## config.mk

```make
export PLATFORM = sky130hd
export DESIGN_NAME = dma_cycle_sequencer
export DESIGN_NICKNAME = d
export VERILOG_FILES = /design/src/dma_cycle_sequencer.v
export VERILOG_INCLUDE_DIRS = /design/src
export SDC_FILE = /design/constraint.sdc
export NUM_CORES = 1
export LEC_CHECK = 0
export BUFFER_PORTS_ARGS = -buffer_cell sky130_fd_sc_hd__clkbuf_2
export CORE_ASPECT_RATIO = 2
export CORE_MARGIN = 5
export CORE_UTILIZATION = 40
export DETAILED_ROUTE_END_ITERATION = 16
export PLACE_DENSITY = 0.63
export SLEW_MARGIN = 20
export SYNTH_ARGS = -nofsm -noshare
export SYNTH_HDL_FRONTEND = slang
export SYNTH_SLANG_ARGS = --single-unit
```

## constraint.sdc

```tcl
create_clock -name clock -period 2.5 [get_ports clock]
set_input_delay 0.25 -clock clock [delete_from_list [all_inputs] [get_ports clock]]
set_output_delay 0.25 -clock clock [all_outputs]
set_load 0.01 [all_outputs]
```

## src/dma_cycle_sequencer_consts.vh

```
// constants for the dma cycle sequencer: register map, fields, states
`ifndef DMA_CYCLE_SEQUENCER_CONSTS_VH
`define DMA_CYCLE_SEQUENCER_CONSTS_VH

// ****************************************************************
// register byte addresses (one 32-bit word each)
// ****************************************************************
`define ADDR_CTL0A     8'h00
`define ADDR_CTL0B     8'h04
`define ADDR_CTL1A     8'h08
`define ADDR_CTL1B     8'h0C
`define ADDR_CNT0A     8'h10
`define ADDR_CNT1B     8'h1C
`define ADDR_BLK0A     8'h20
`define ADDR_BLK1B     8'h2C
`define ADDR_STATUS    8'h30
`define ADDR_ENDCLR    8'h34

// ****************************************************************
// channel_control_word fields
// ****************************************************************
`define CTL_CHEN       0
`define CTL_MEN        1
`define CTL_IRQEN      2
`define CTL_ACKSEL     3
`define CTL_EDGE       4
`define CTL_REPEAT     5
`define CTL_STROBE_EN  6
`define CTL_FULL       7
`define CTL_BURST      8
`define CTL_BLOCK      9
`define CTL_PINSRC     10
`define CTL_WIDTH      11
`define CTL_RESET      11'h000

// ****************************************************************
// sequencer states
// ****************************************************************
`define ST_IDLE        3'h0
`define ST_READ        3'h1
`define ST_WRITE       3'h2
`define ST_DEAD        3'h3
`define ST_REL         3'h4

`define CNT_RESET      16'h0000
`define BLK_RESET      8'h00

`endif

```

## src/dma_cycle_sequencer.v

```verilog
// two-channel (four sub-channel) dual-address dma cycle sequencer with request sampling
//
// Design decisions made here: strobed register access and the register offsets.
`timescale 1ns/1ps
`default_nettype none
`include "dma_cycle_sequencer_consts.vh"

module dma_cycle_sequencer (
  input  wire        clock,       // 20 MHz system clock
  input  wire        nrst,        // asynchronous reset, active low
  input  wire        ce,          // clock enable, freezes all state when low
  input  wire [7:0]  addr,        // register byte address
  input  wire [31:0] wdata,       // register write data
  input  wire        wr,          // register write strobe
  input  wire        rd,          // register read strobe
  output reg  [31:0] rdata,       // read data, cycle after rd
  input  wire [1:0]  external_request_pin_n, // request pins of channel 0 and 1
  input  wire [3:0]  int_req,     // internal activation pulses per sub-channel
  input  wire        nmi,         // nonmaskable interrupt pulse
  input  wire        ext_hold,    // foreign master holds the released bus
  output wire        bus_own,     // sequencer owns the bus
  output wire        dma_read,    // read cycle in progress
  output wire        dma_write,   // write cycle in progress
  output wire        dma_dead,    // dead state in progress
  output wire [1:0]  cur_chan,    // sub-channel being served
  output reg  [1:0]  transfer_end_strobe_n, // end strobe per channel, low active
  output wire [3:0]  end_irq      // transfer end request per sub-channel
);

  // ****************************************************************
  // storage
  // ****************************************************************
  reg  [10:0] ctl_q [0:3];
  reg  [15:0] cnt_q [0:3];
  reg  [15:0] rld_q [0:3];
  reg  [7:0]  blk_q [0:3];
  reg  [2:0]  st_q;
  reg  [2:0]  st_d;
  reg  [1:0]  cur_q;
  reg  [7:0]  left_q;
  reg  [3:0]  latch_q;
  reg  [3:0]  wait_q;
  reg  [3:0]  high_q;
  reg  [3:0]  reopen_q;
  reg  [3:0]  samp_q;
  reg  [3:0]  int_q;
  reg  [3:0]  end_q;
  reg  [3:0]  pend;
  reg  [3:0]  act;
  reg  [3:0]  reopen_pt;
  integer     i;
  integer     n;

  // ****************************************************************
  // helpers
  // ****************************************************************
  // fixed priority pick: {valid, index}
  function [2:0] pick;
    input [3:0] p;
    begin
      if (p[0])
        pick = 3'h4;
      else if (p[1])
        pick = 3'h5;
      else if (p[2])
        pick = 3'h6;
      else if (p[3])
        pick = 3'h7;
      else
        pick = 3'h0;
    end
  endfunction

  // channel may transfer: enables plus full-mode pairing
  function enabled;
    input [10:0] c;
    input        b_slot;
    input        pair_full;
    begin
      enabled = c[`CTL_CHEN] & (~c[`CTL_FULL] | c[`CTL_MEN])
                & ~(b_slot & pair_full);
    end
  endfunction

  wire [2:0]  win     = pick(pend);
  wire        go      = (st_q == `ST_IDLE) & win[2] & ~ext_hold;
  wire [10:0] cc      = ctl_q[cur_q];
  wire        c_full  = cc[`CTL_FULL];
  wire        c_block = c_full & cc[`CTL_BLOCK];
  wire        c_burst = c_full & cc[`CTL_BURST] & ~cc[`CTL_BLOCK];
  wire        c_last  = (cnt_q[cur_q] == 16'h0001);
  wire        blk_end = (left_q == 8'h01);
  wire        fin     = c_block ? (blk_end & c_last) : c_last;
  wire        men_ok  = cc[`CTL_MEN] & ~nmi;

  // ****************************************************************
  // request qualification and acceptance points
  // ****************************************************************
  always @*
  begin
    pend      = 4'h0;
    act       = 4'h0;
    reopen_pt = 4'h0;
    for (n = 0; n < 4; n = n + 1)
    begin
      if (enabled(ctl_q[n], n[0], ctl_q[n & 2][`CTL_FULL]))
      begin
        if (ctl_q[n][`CTL_PINSRC])
          pend[n] = latch_q[n];
        else if (ctl_q[n][`CTL_FULL] & ~ctl_q[n][`CTL_BLOCK])
          pend[n] = 1'b1;
        else
          pend[n] = int_q[n];
      end
      if (cur_q == n[1:0])
      begin
        if (ctl_q[n][`CTL_FULL] & ctl_q[n][`CTL_BLOCK])
          reopen_pt[n] = (st_q == `ST_DEAD);
        else
          reopen_pt[n] = (st_q == `ST_WRITE);
      end
    end
    if (go)
      act[win[1:0]] = 1'b1;
  end

  // ****************************************************************
  // sequencer state machine
  // ****************************************************************
  always @*
  begin
    st_d = st_q;
    case (st_q)
      `ST_IDLE:
        if (go)
          st_d = `ST_READ;
      `ST_READ:
        st_d = `ST_WRITE;
      `ST_WRITE:
        if (c_block)
          st_d = blk_end ? `ST_DEAD : `ST_READ;
        else if (c_last)
          st_d = `ST_DEAD;
        else if (c_burst & men_ok)
          st_d = `ST_READ;
        else
          st_d = `ST_REL;
      `ST_DEAD:
        st_d = `ST_REL;
      `ST_REL:
        st_d = `ST_IDLE;
      default:
        st_d = `ST_IDLE;
    endcase
  end

  assign bus_own   = (st_q == `ST_READ) | (st_q == `ST_WRITE) | (st_q == `ST_DEAD);
  assign dma_read  = (st_q == `ST_READ);
  assign dma_write = (st_q == `ST_WRITE);
  assign dma_dead  = (st_q == `ST_DEAD);
  assign cur_chan  = cur_q;

  assign end_irq   = end_q & {ctl_q[3][`CTL_IRQEN], ctl_q[2][`CTL_IRQEN],
                              ctl_q[1][`CTL_IRQEN], ctl_q[0][`CTL_IRQEN]};

  // ****************************************************************
  // sequencer, block counter and strobe
  // ****************************************************************
  always @(posedge clock or negedge nrst)
  begin
    if (!nrst)
    begin
      st_q                  <= `ST_IDLE;
      cur_q                 <= 2'h0;
      left_q                <= `BLK_RESET;
      transfer_end_strobe_n <= 2'h3;
    end
    else if (ce)
    begin
      st_q <= st_d;
      if (go)
      begin
        cur_q  <= win[1:0];
        left_q <= blk_q[win[1:0]];
      end
      else if (st_q == `ST_WRITE && c_block)
        left_q <= blk_end ? blk_q[cur_q] : left_q - 8'h01;
      transfer_end_strobe_n <= 2'h3;
      if (st_d == `ST_WRITE && fin && cc[`CTL_STROBE_EN])
        transfer_end_strobe_n[cur_q[1]] <= 1'b0;
    end
  end

  // ****************************************************************
  // registers and per-channel request state
  // ****************************************************************
  always @(posedge clock or negedge nrst)
  begin
    if (!nrst)
    begin
      for (i = 0; i < 4; i = i + 1)
      begin
        ctl_q[i] <= `CTL_RESET;
        cnt_q[i] <= `CNT_RESET;
        rld_q[i] <= `CNT_RESET;
        blk_q[i] <= `BLK_RESET;
      end
      latch_q  <= 4'h0;
      wait_q   <= 4'h0;
      high_q   <= 4'h0;
      reopen_q <= 4'h0;
      samp_q   <= 4'h0;
      int_q    <= 4'h0;
      end_q    <= 4'h0;
    end
    else if (ce)
    begin
      for (i = 0; i < 4; i = i + 1)
      begin
        // nmi stops enabled burst channels only
        if (nmi && ctl_q[i][`CTL_FULL] && ctl_q[i][`CTL_BURST]
            && !ctl_q[i][`CTL_BLOCK] && ctl_q[i][`CTL_CHEN])
          ctl_q[i][`CTL_MEN] <= 1'b0;
        // counting at the write cycle of the served channel
        if (st_q == `ST_WRITE && cur_q == i[1:0])
        begin
          if (!c_block || blk_end)
          begin
            if (c_last)
            begin
              if (ctl_q[i][`CTL_REPEAT] && !ctl_q[i][`CTL_FULL])
                cnt_q[i] <= rld_q[i];
              else
              begin
                cnt_q[i]            <= 16'h0000;
                ctl_q[i][`CTL_CHEN] <= 1'b0;
                end_q[i]            <= 1'b1;
              end
            end
            else
              cnt_q[i] <= cnt_q[i] - 16'h0001;
          end
        end
        // software writes win over the hardware clear
        if (wr && addr == (`ADDR_CTL0A + {i[1:0], 2'b00}))
          ctl_q[i] <= wdata[10:0];
        if (wr && addr == (`ADDR_CNT0A + {i[1:0], 2'b00}))
        begin
          cnt_q[i] <= wdata[15:0];
          rld_q[i] <= wdata[15:0];
        end
        if (wr && addr == (`ADDR_BLK0A + {i[1:0], 2'b00}))
          blk_q[i] <= wdata[7:0];
        if (wr && addr == `ADDR_ENDCLR && wdata[i])
          end_q[i] <= 1'b0;
        // end flag set wins over the software clear
        if (st_q == `ST_WRITE && cur_q == i[1:0] && fin
            && !(ctl_q[i][`CTL_REPEAT] && !ctl_q[i][`CTL_FULL]))
          end_q[i] <= 1'b1;
        // internal request latch, set wins over activation clear
        if (int_req[i])
          int_q[i] <= 1'b1;
        else if (act[i] && !ctl_q[i][`CTL_PINSRC])
          int_q[i] <= 1'b0;
        // sampling opens one edge after the enabling write
        samp_q[i] <= ctl_q[i][`CTL_CHEN] & ctl_q[i][`CTL_PINSRC];
        if (!samp_q[i])
        begin
          latch_q[i]  <= 1'b0;
          wait_q[i]   <= 1'b0;
          high_q[i]   <= 1'b0;
          reopen_q[i] <= 1'b0;
        end
        else if (act[i])
        begin
          latch_q[i]  <= 1'b0;
          wait_q[i]   <= 1'b1;
          high_q[i]   <= 1'b0;
          reopen_q[i] <= 1'b0;
        end
        else if (wait_q[i])
        begin
          if (external_request_pin_n[i >> 1])
            high_q[i] <= 1'b1;
          if (reopen_pt[i] || reopen_q[i])
          begin
            if (!ctl_q[i][`CTL_EDGE] || high_q[i]
                || external_request_pin_n[i >> 1])
            begin
              wait_q[i]   <= 1'b0;
              reopen_q[i] <= 1'b0;
            end
            else
              reopen_q[i] <= 1'b1;
          end
        end
        else if (!external_request_pin_n[i >> 1])
          latch_q[i] <= 1'b1;
      end
    end
  end

  // ****************************************************************
  // read port
  // ****************************************************************
  always @(posedge clock or negedge nrst)
  begin
    if (!nrst)
      rdata <= 32'h00000000;
    else if (ce)
    begin
      rdata <= 32'h00000000;
      if (rd)
      begin
        if (addr <= `ADDR_CTL1B && addr[1:0] == 2'b00)
          rdata <= {21'h000000, ctl_q[addr[3:2]]};
        else if (addr >= `ADDR_CNT0A && addr <= `ADDR_CNT1B && addr[1:0] == 2'b00)
          rdata <= {16'h0000, cnt_q[addr[3:2]]};
        else if (addr >= `ADDR_BLK0A && addr <= `ADDR_BLK1B && addr[1:0] == 2'b00)
          rdata <= {24'h000000, blk_q[addr[3:2]]};
        else if (addr == `ADDR_STATUS)
          rdata <= {11'h000, left_q, st_q, cur_q, end_q, pend};
      end
    end
  end

endmodule

`default_nettype wire

```

Yosys cells after proc, flatten, opt, wreduce, memory -nomap -nowiden. Cells that the tools add are included.

Add/sub/neg operators: 5. Magnitude comparators: 12. Equal/unequal tests: 50. Muxes and demuxes: 206. Bitwise operators: 48. Reductions and logical operators: 188.

Operator list (count): 16-bit two-way mux (24); 1-bit two-way mux (139); 21-bit two-way mux (5); 8-bit two-way mux (9); 16-bit binary-select mux with 2-bit select (2); 16-bit by 1-bit subtractor with 16-bit output, second input constant (4); 1-bit logical AND (63); 2-bit nonzero test (29); 8-bit binary-select mux with 2-bit select (3); 8-bit by 6-bit equality test with 1-bit output, second input constant (6); 3-bit by 2-bit inequality test with 1-bit output, second input constant (16); 3-bit AND reduction (16); 11-bit binary-select mux with 2-bit select (2); 2-bit AND reduction (22); 5-bit AND reduction (8); 3-bit nonzero test (12); 8-bit by 5-bit equality test with 1-bit output, second input constant (4); 1-bit bitwise AND (26); 3-bit two-way mux (8); 3-bit by 1-bit inequality test with 1-bit output, second input constant (8); 11-bit two-way mux (2); 1-bit zero test (21); 10-bit two-way mux (2); 16-bit by 1-bit equality test with 1-bit output, second input constant (1); other kinds (33) (77).

Register bits: 279. Bits of input ports: 53. Output and inout bits: 44. Word-level logic and storage cells: 560.

Depth between registers and ports, before layout.
Depth after elaboration: 17. Gate-level depth with buffers: 11. Gate-level depth less buffers: 9.

Worst setup path after synthesis. Ideal clock, no wire load.

Path type: reg2reg. Start: reg cnt_q[26] (netlist bit). End: reg cnt_q[60] (netlist bit). Library setup time: 0.126 ns. Arrival: 2.323 ns. Data required time: 2.374 ns. Slack: 0.051 ns. Stages on the path, launching flop included: 9. Buffers on the path: 2. Clock period less this slack: 2.449 ns. Cell sequence: dfrtp_1 > or4_4 > or3_4 > o31ai_4 > and4_1 > buf_4 > buf_6 > o21ai_1 > a221o_1.

Longest elaborated chain between the ends: 8.

RTL lines: start, declared (RTL line dma_cycle_sequencer.v:34) `reg [15:0] cnt_q [0:3];`; start signal, assigned by index (RTL line dma_cycle_sequencer.v:204) `` cnt_q[i] <= `CNT_RESET; ``; start signal, assigned by index (RTL line dma_cycle_sequencer.v:232) `cnt_q[i] <= rld_q[i];`; start signal, assigned by index (RTL line dma_cycle_sequencer.v:241) `cnt_q[i] <= cnt_q[i] - 16'h0001;`; 16-bit binary-select mux with 2-bit select (RTL line dma_cycle_sequencer.v:91) `wire c_last = (cnt_q[cur_q] == 16'h0001);`; 16-bit two-way mux (implied by the code) (2 in series) (RTL line dma_cycle_sequencer.v:91); 16-bit by 1-bit equality test with 1-bit output (RTL line dma_cycle_sequencer.v:91); 16-bit two-way mux (RTL line dma_cycle_sequencer.v:229) `if (c_last)`; 16-bit two-way mux (RTL line dma_cycle_sequencer.v:227) `if (!c_block || blk_end)`; 16-bit two-way mux (RTL line dma_cycle_sequencer.v:225) `` if (st_q == `ST_WRITE && cur_q == i[1:0]) ``; 16-bit two-way mux (RTL line dma_cycle_sequencer.v:247) `` if (wr && addr == (`ADDR_CNT0A + {i[1:0], 2'b00})) ``.

Every way passes these cells. The select of a mux whose other input is x is not followed. A chain may end at the register's enable or synchronous reset.

Worst setup path after layout.
Start: reg cnt_q[26] (netlist bit). End: reg cnt_q[35] (netlist bit).

The elaborated chain is that of the path after synthesis.

==> flow_metrics.py <==
metrics = {
    "worst_setup_path": {
        "cp_data_required_time_ps": 2930,
        "cp_cell_sequence": "or4_4 > or3_4 > o31ai_4 > and4_4 > buf_4 > a21oi_1 > a311oi_1 > nor3_1",
        "cp_top_family": "simple AND/OR/NAND/NOR gates",
        "cp_max_fo": 5,
        "worst_r2r_endpoint": "cnt_q[35]",
        "crit-reg2reg-launch": "cnt_q[26]",
        "rrSetupSlack_ps": -130,
        "startpoint_type": "flip-flop",
        "worstPathArrival_ps": 3060,
        "r2r_cells": 8,
        "crit_path_end_kind": "flip-flop",
        "critPathKind": "flip-flop to flip-flop",
        "cpPeakStageDelay_ps": 560,
        "slowest_stage": "or4_4",
        "crit_buf_inv": 1,
    },
    "die": {
        "ioPinCount": 97,
        "num_rows": 101,
        "start_util_pct": 40.3,
        "die_area_um2": 42400,
        "coreArea_um2": 37900,
        "die_h_um": 286,
        "dieWidth_um": 148,
    },
    "hold_path": {
        "hold_start": "wdata[0]",
        "holdPathEnd": "ctl_q[22]",
        "hold-path-cell-count": 3,
        "hp-class": "input pin to flip-flop",
    },
    "synth": {
        "synth.most_common_cell": "dfrtp_1",
        "syn-cell-area_um2": 15300,
        "syn_avg_cell_area_um2": 9.86,
        "synth-main-ff-cell": "dfrtp_1",
        "netlist_instances": 1548,
        "synth-seq-area-share_pct": 44.0,
        "async_reset_ff_share_pct": 100,
        "synth_edf_count": 0,
        "yosys_register_bits": 268,
        "yosysTopAreaCell": "dfrtp_1",
        "synth_cell_types": 68,
        "synth_area_leaders": "dfrtp_1 (44%), mux2_2 (8.8%), mux4_2 (6.8%), nand2_1 (3.6%), nor2_1 (3.5%)",
        "ys.warnings.count": 0,
        "synth_common_cells": "dfrtp_1 (266), nand2_1 (147), nor2_1 (143)",
        "yosysTopAreaCellShare_pct": 43.6,
    },
    "timing": {
        "timing.hold.ws_ps": 25.7,
        "rsz0062_at_grt": "yes",
        "max_freq_ghz": 0.380,
        "worst_pin_slew_ps": 714,
        "fin_ws_ps": -128,
        "skew_ps": 13.8,
        "drv_slew": 0,
        "hold_viol": 0,
        "post-route-period-util_pct": 105,
        "slew_headroom_pct": 52.4,
        "setup_viol": 55,
        "period_minus_slack_ps": 2630,
    },
    "grt": {
        "grt_pass1_wl_um": 88300,
        "grt_start_max_net_pins": 72,
        "use_met1_pct": 27.4,
        "antenna_found_initial": 1,
        "grt_pass1_vias": 14500,
        "grt_busiest_layer": "met2",
        "grt_usage_pct": 27.5,
        "use_met2_pct": 48.4,
        "met3_usage_pct": 3.51,
        "overflow": 0,
    },
    "clock_tree": {
        "clockBufferDepth": 3,
        "cts_root_buf": "clkbuf_16",
        "cts-htree-levels": 1,
        "clk_latency_ps": 560,
        "cts_tree": "done",
        "clock-sinks": 268,
        "cts_made_buffers": 26,
        "path_clk_slew_ps": 70,
    },
    "detailed_routing": {
        "initialDrtViolationCount": 1311,
        "postRouteAntennaNets": 0,
        "wirelength_um": 59600,
        "wl_per_cell_um": 26.4,
        "dr.pass1.iters": 7,
        "drc": 0,
        "vias_per_cell": 6.22,
        "vias": 14000,
    },
    "power": {
        "switching_share_pct": 26.3,
        "peakVddDrop_v": 0.000435,
        "switching_power_mw": 2.68,
        "p_comb_share_pct": 13.1,
        "p_leak_nw": 8.52,
        "pwr-share-clk_pct": 41.6,
        "power_density_nw_per_um2": 531,
        "pwr-share-seq_pct": 45.3,
        "power_mw": 10.2,
        "intPower_mw": 7.50,
    },
    "finish": {
        "nets": 1834,
        "final_layout_size_suffix_gt1_share_pct": 33.3,
        "instances_no_fill": 2259,
        "area_growth_pct": 25.7,
        "fill_cells": 3425,
        "post-route-cell-area_um2": 19200,
    },
    "run": {
        "cap_viol_max_count": 0,
    },
    "placed_design": {
        "detailed_place_hpwl_um": 44100,
        "port-buffer-count": 69,
        "place_inst": 2187,
        "post_dp_cell_area_um2": 17400,
        "dp_slack_ps": -129,
        "gp_congestion": 1.00,
    },
    "outcome": {
        "violations": "setup timing",
        "status": "complete, but fails checks",
    },
}
## area by class of cell
| class | instances | area, µm² | share of cell area (%) |
|---|---|---|---|
| Timing Repair Buffer | 304 | 2450 | 12.8 |
| Clock inverter | 7 | 110 | 0.574 |
| Tap cell | 463 | 579 | 3.02 |
| Antenna cell | 1 | 2.50 | 0.0130 |
| Sequential cell | 268 | 6710 | 35.0 |
| Inverter | 39 | 146 | 0.763 |
| Multi-Input combinational cell | 1136 | 8390 | 43.8 |
| Clock buffer | 41 | 788 | 4.11 |
## cells by family after synthesis
kind of cell | share of synthesized area (%)
buffers and inverters | 4.51
adder cells (fa/ha/maj) | 0.492
XOR/XNOR | 3.04
AND/OR/NAND/NOR | 16.4
other | 0.0246
multiplexers | 15.6
AO/OA/AOI/OAI | 16.0
flip-flops | 44.0
## worst min-delay path, delay by kind of cell
family | cells | cell delay (ps)
compound gates | 1 | 50
buf+inv | 1 | 150
simple gates | 1 | 80
## worst max-delay path by stage
stage | depth (start not counted) | startpoint | endpoint | slack, ps
final | 8 | cnt_q[26] | cnt_q[35] | -130
after CTS | 7 | cnt_q[26] | cnt_q[18] | -70
after global routing | 11 | cur_chan[1] | cnt_q[35] | -170
after detailed placement | 10 | left_q[1] | cnt_q[32] | -130
after global placement | 10 | left_q[1] | cnt_q[55] | -140
after floorplan | 8 | cnt_q[26] | cnt_q[60] | 50
## state kept, by name, indices dropped and copies added (netlist names)
register / cells
rdata: 21
blk_q: 32
cnt_q: 64
left_q: 8
rld_q: 64
enabled.c: 11
reopen_q: 4
ctl_q: 33
int_q: 4
wait_q: 4
latch_q: 4
high_q: 4
transfer_end_strobe_n: 2
samp_q: 4
st_q: 3
cur_chan: 2
end_q: 4
## per-layer routing
| layer | wire, µm | vias to the layer above |
|---|---|---|
| met5 | 0 | - |
| met1 | 19300 | 6933 |
| li1 | - | 6160 |
| met4 | 7050 | 0 |
| met3 | 3130 | 283 |
| met2 | 30200 | 671 |
## cells in the final DEF, fill, tap and decap left out, types with 8 or more instances in the layout
cell and instances:
buf_12 12, buf_4 198, nand2b_1 14, mux4_2 46
or3_1 21, nor2_1 129, o2bb2ai_1 17, nor3_1 38
a21oi_1 57, a22oi_1 11, and3_1 22, mux2_2 119
inv_1 37, o21ai_1 9, a211oi_1 9, clkbuf_1 8
clkbuf_16 30, nor2b_1 11, clkbuf_2 68, conb_1 11
o21ai_0 85, a221o_1 9, a31oi_4 9, o211ai_1 8
nand2_1 145, a221oi_1 12, nand4_1 10, o31ai_1 14
xnor2_1 29, a21oi_2 9, nand3_1 37, dfrtp_1 266
nor4_1 17, xor2_1 24, a31oi_1 52, nand3_2 20
buf_6 13, nor2_2 10, o22ai_1 17
## power by group through the flow
stage,Clock [mW],Combinational (mW),Sequential (mW)
floorplan,0,0.611,4.69
global placement,0,1.23,4.68
detailed placement,0,1.25,4.69
CTS,4.31,1.28,4.60
global route,4.44,1.43,4.63
finish,4.23,1.34,4.61
## stage by stage
step / utilization, % / setup TNS (ps)
after global placement: 46.0 / -1590
after detailed placement: 46.0 / -2380
final: 50.6 / -2010
after global routing: 50.6 / -6820
after CTS: 49.0 / -1660
after floorplan: - / 0
## timing repair
item | in CTS | in global routing
hold endpoints to repair | 48 | 0
gates resized for setup | 20 | 93
hold buffers | 5 | 0
pin swaps | 12 | 61
setup buffers | 7 | 4
endpoints found under the setup margin | 54 | 75
gates cloned | 4 | 3
Power figures use the tool's default switching activity.
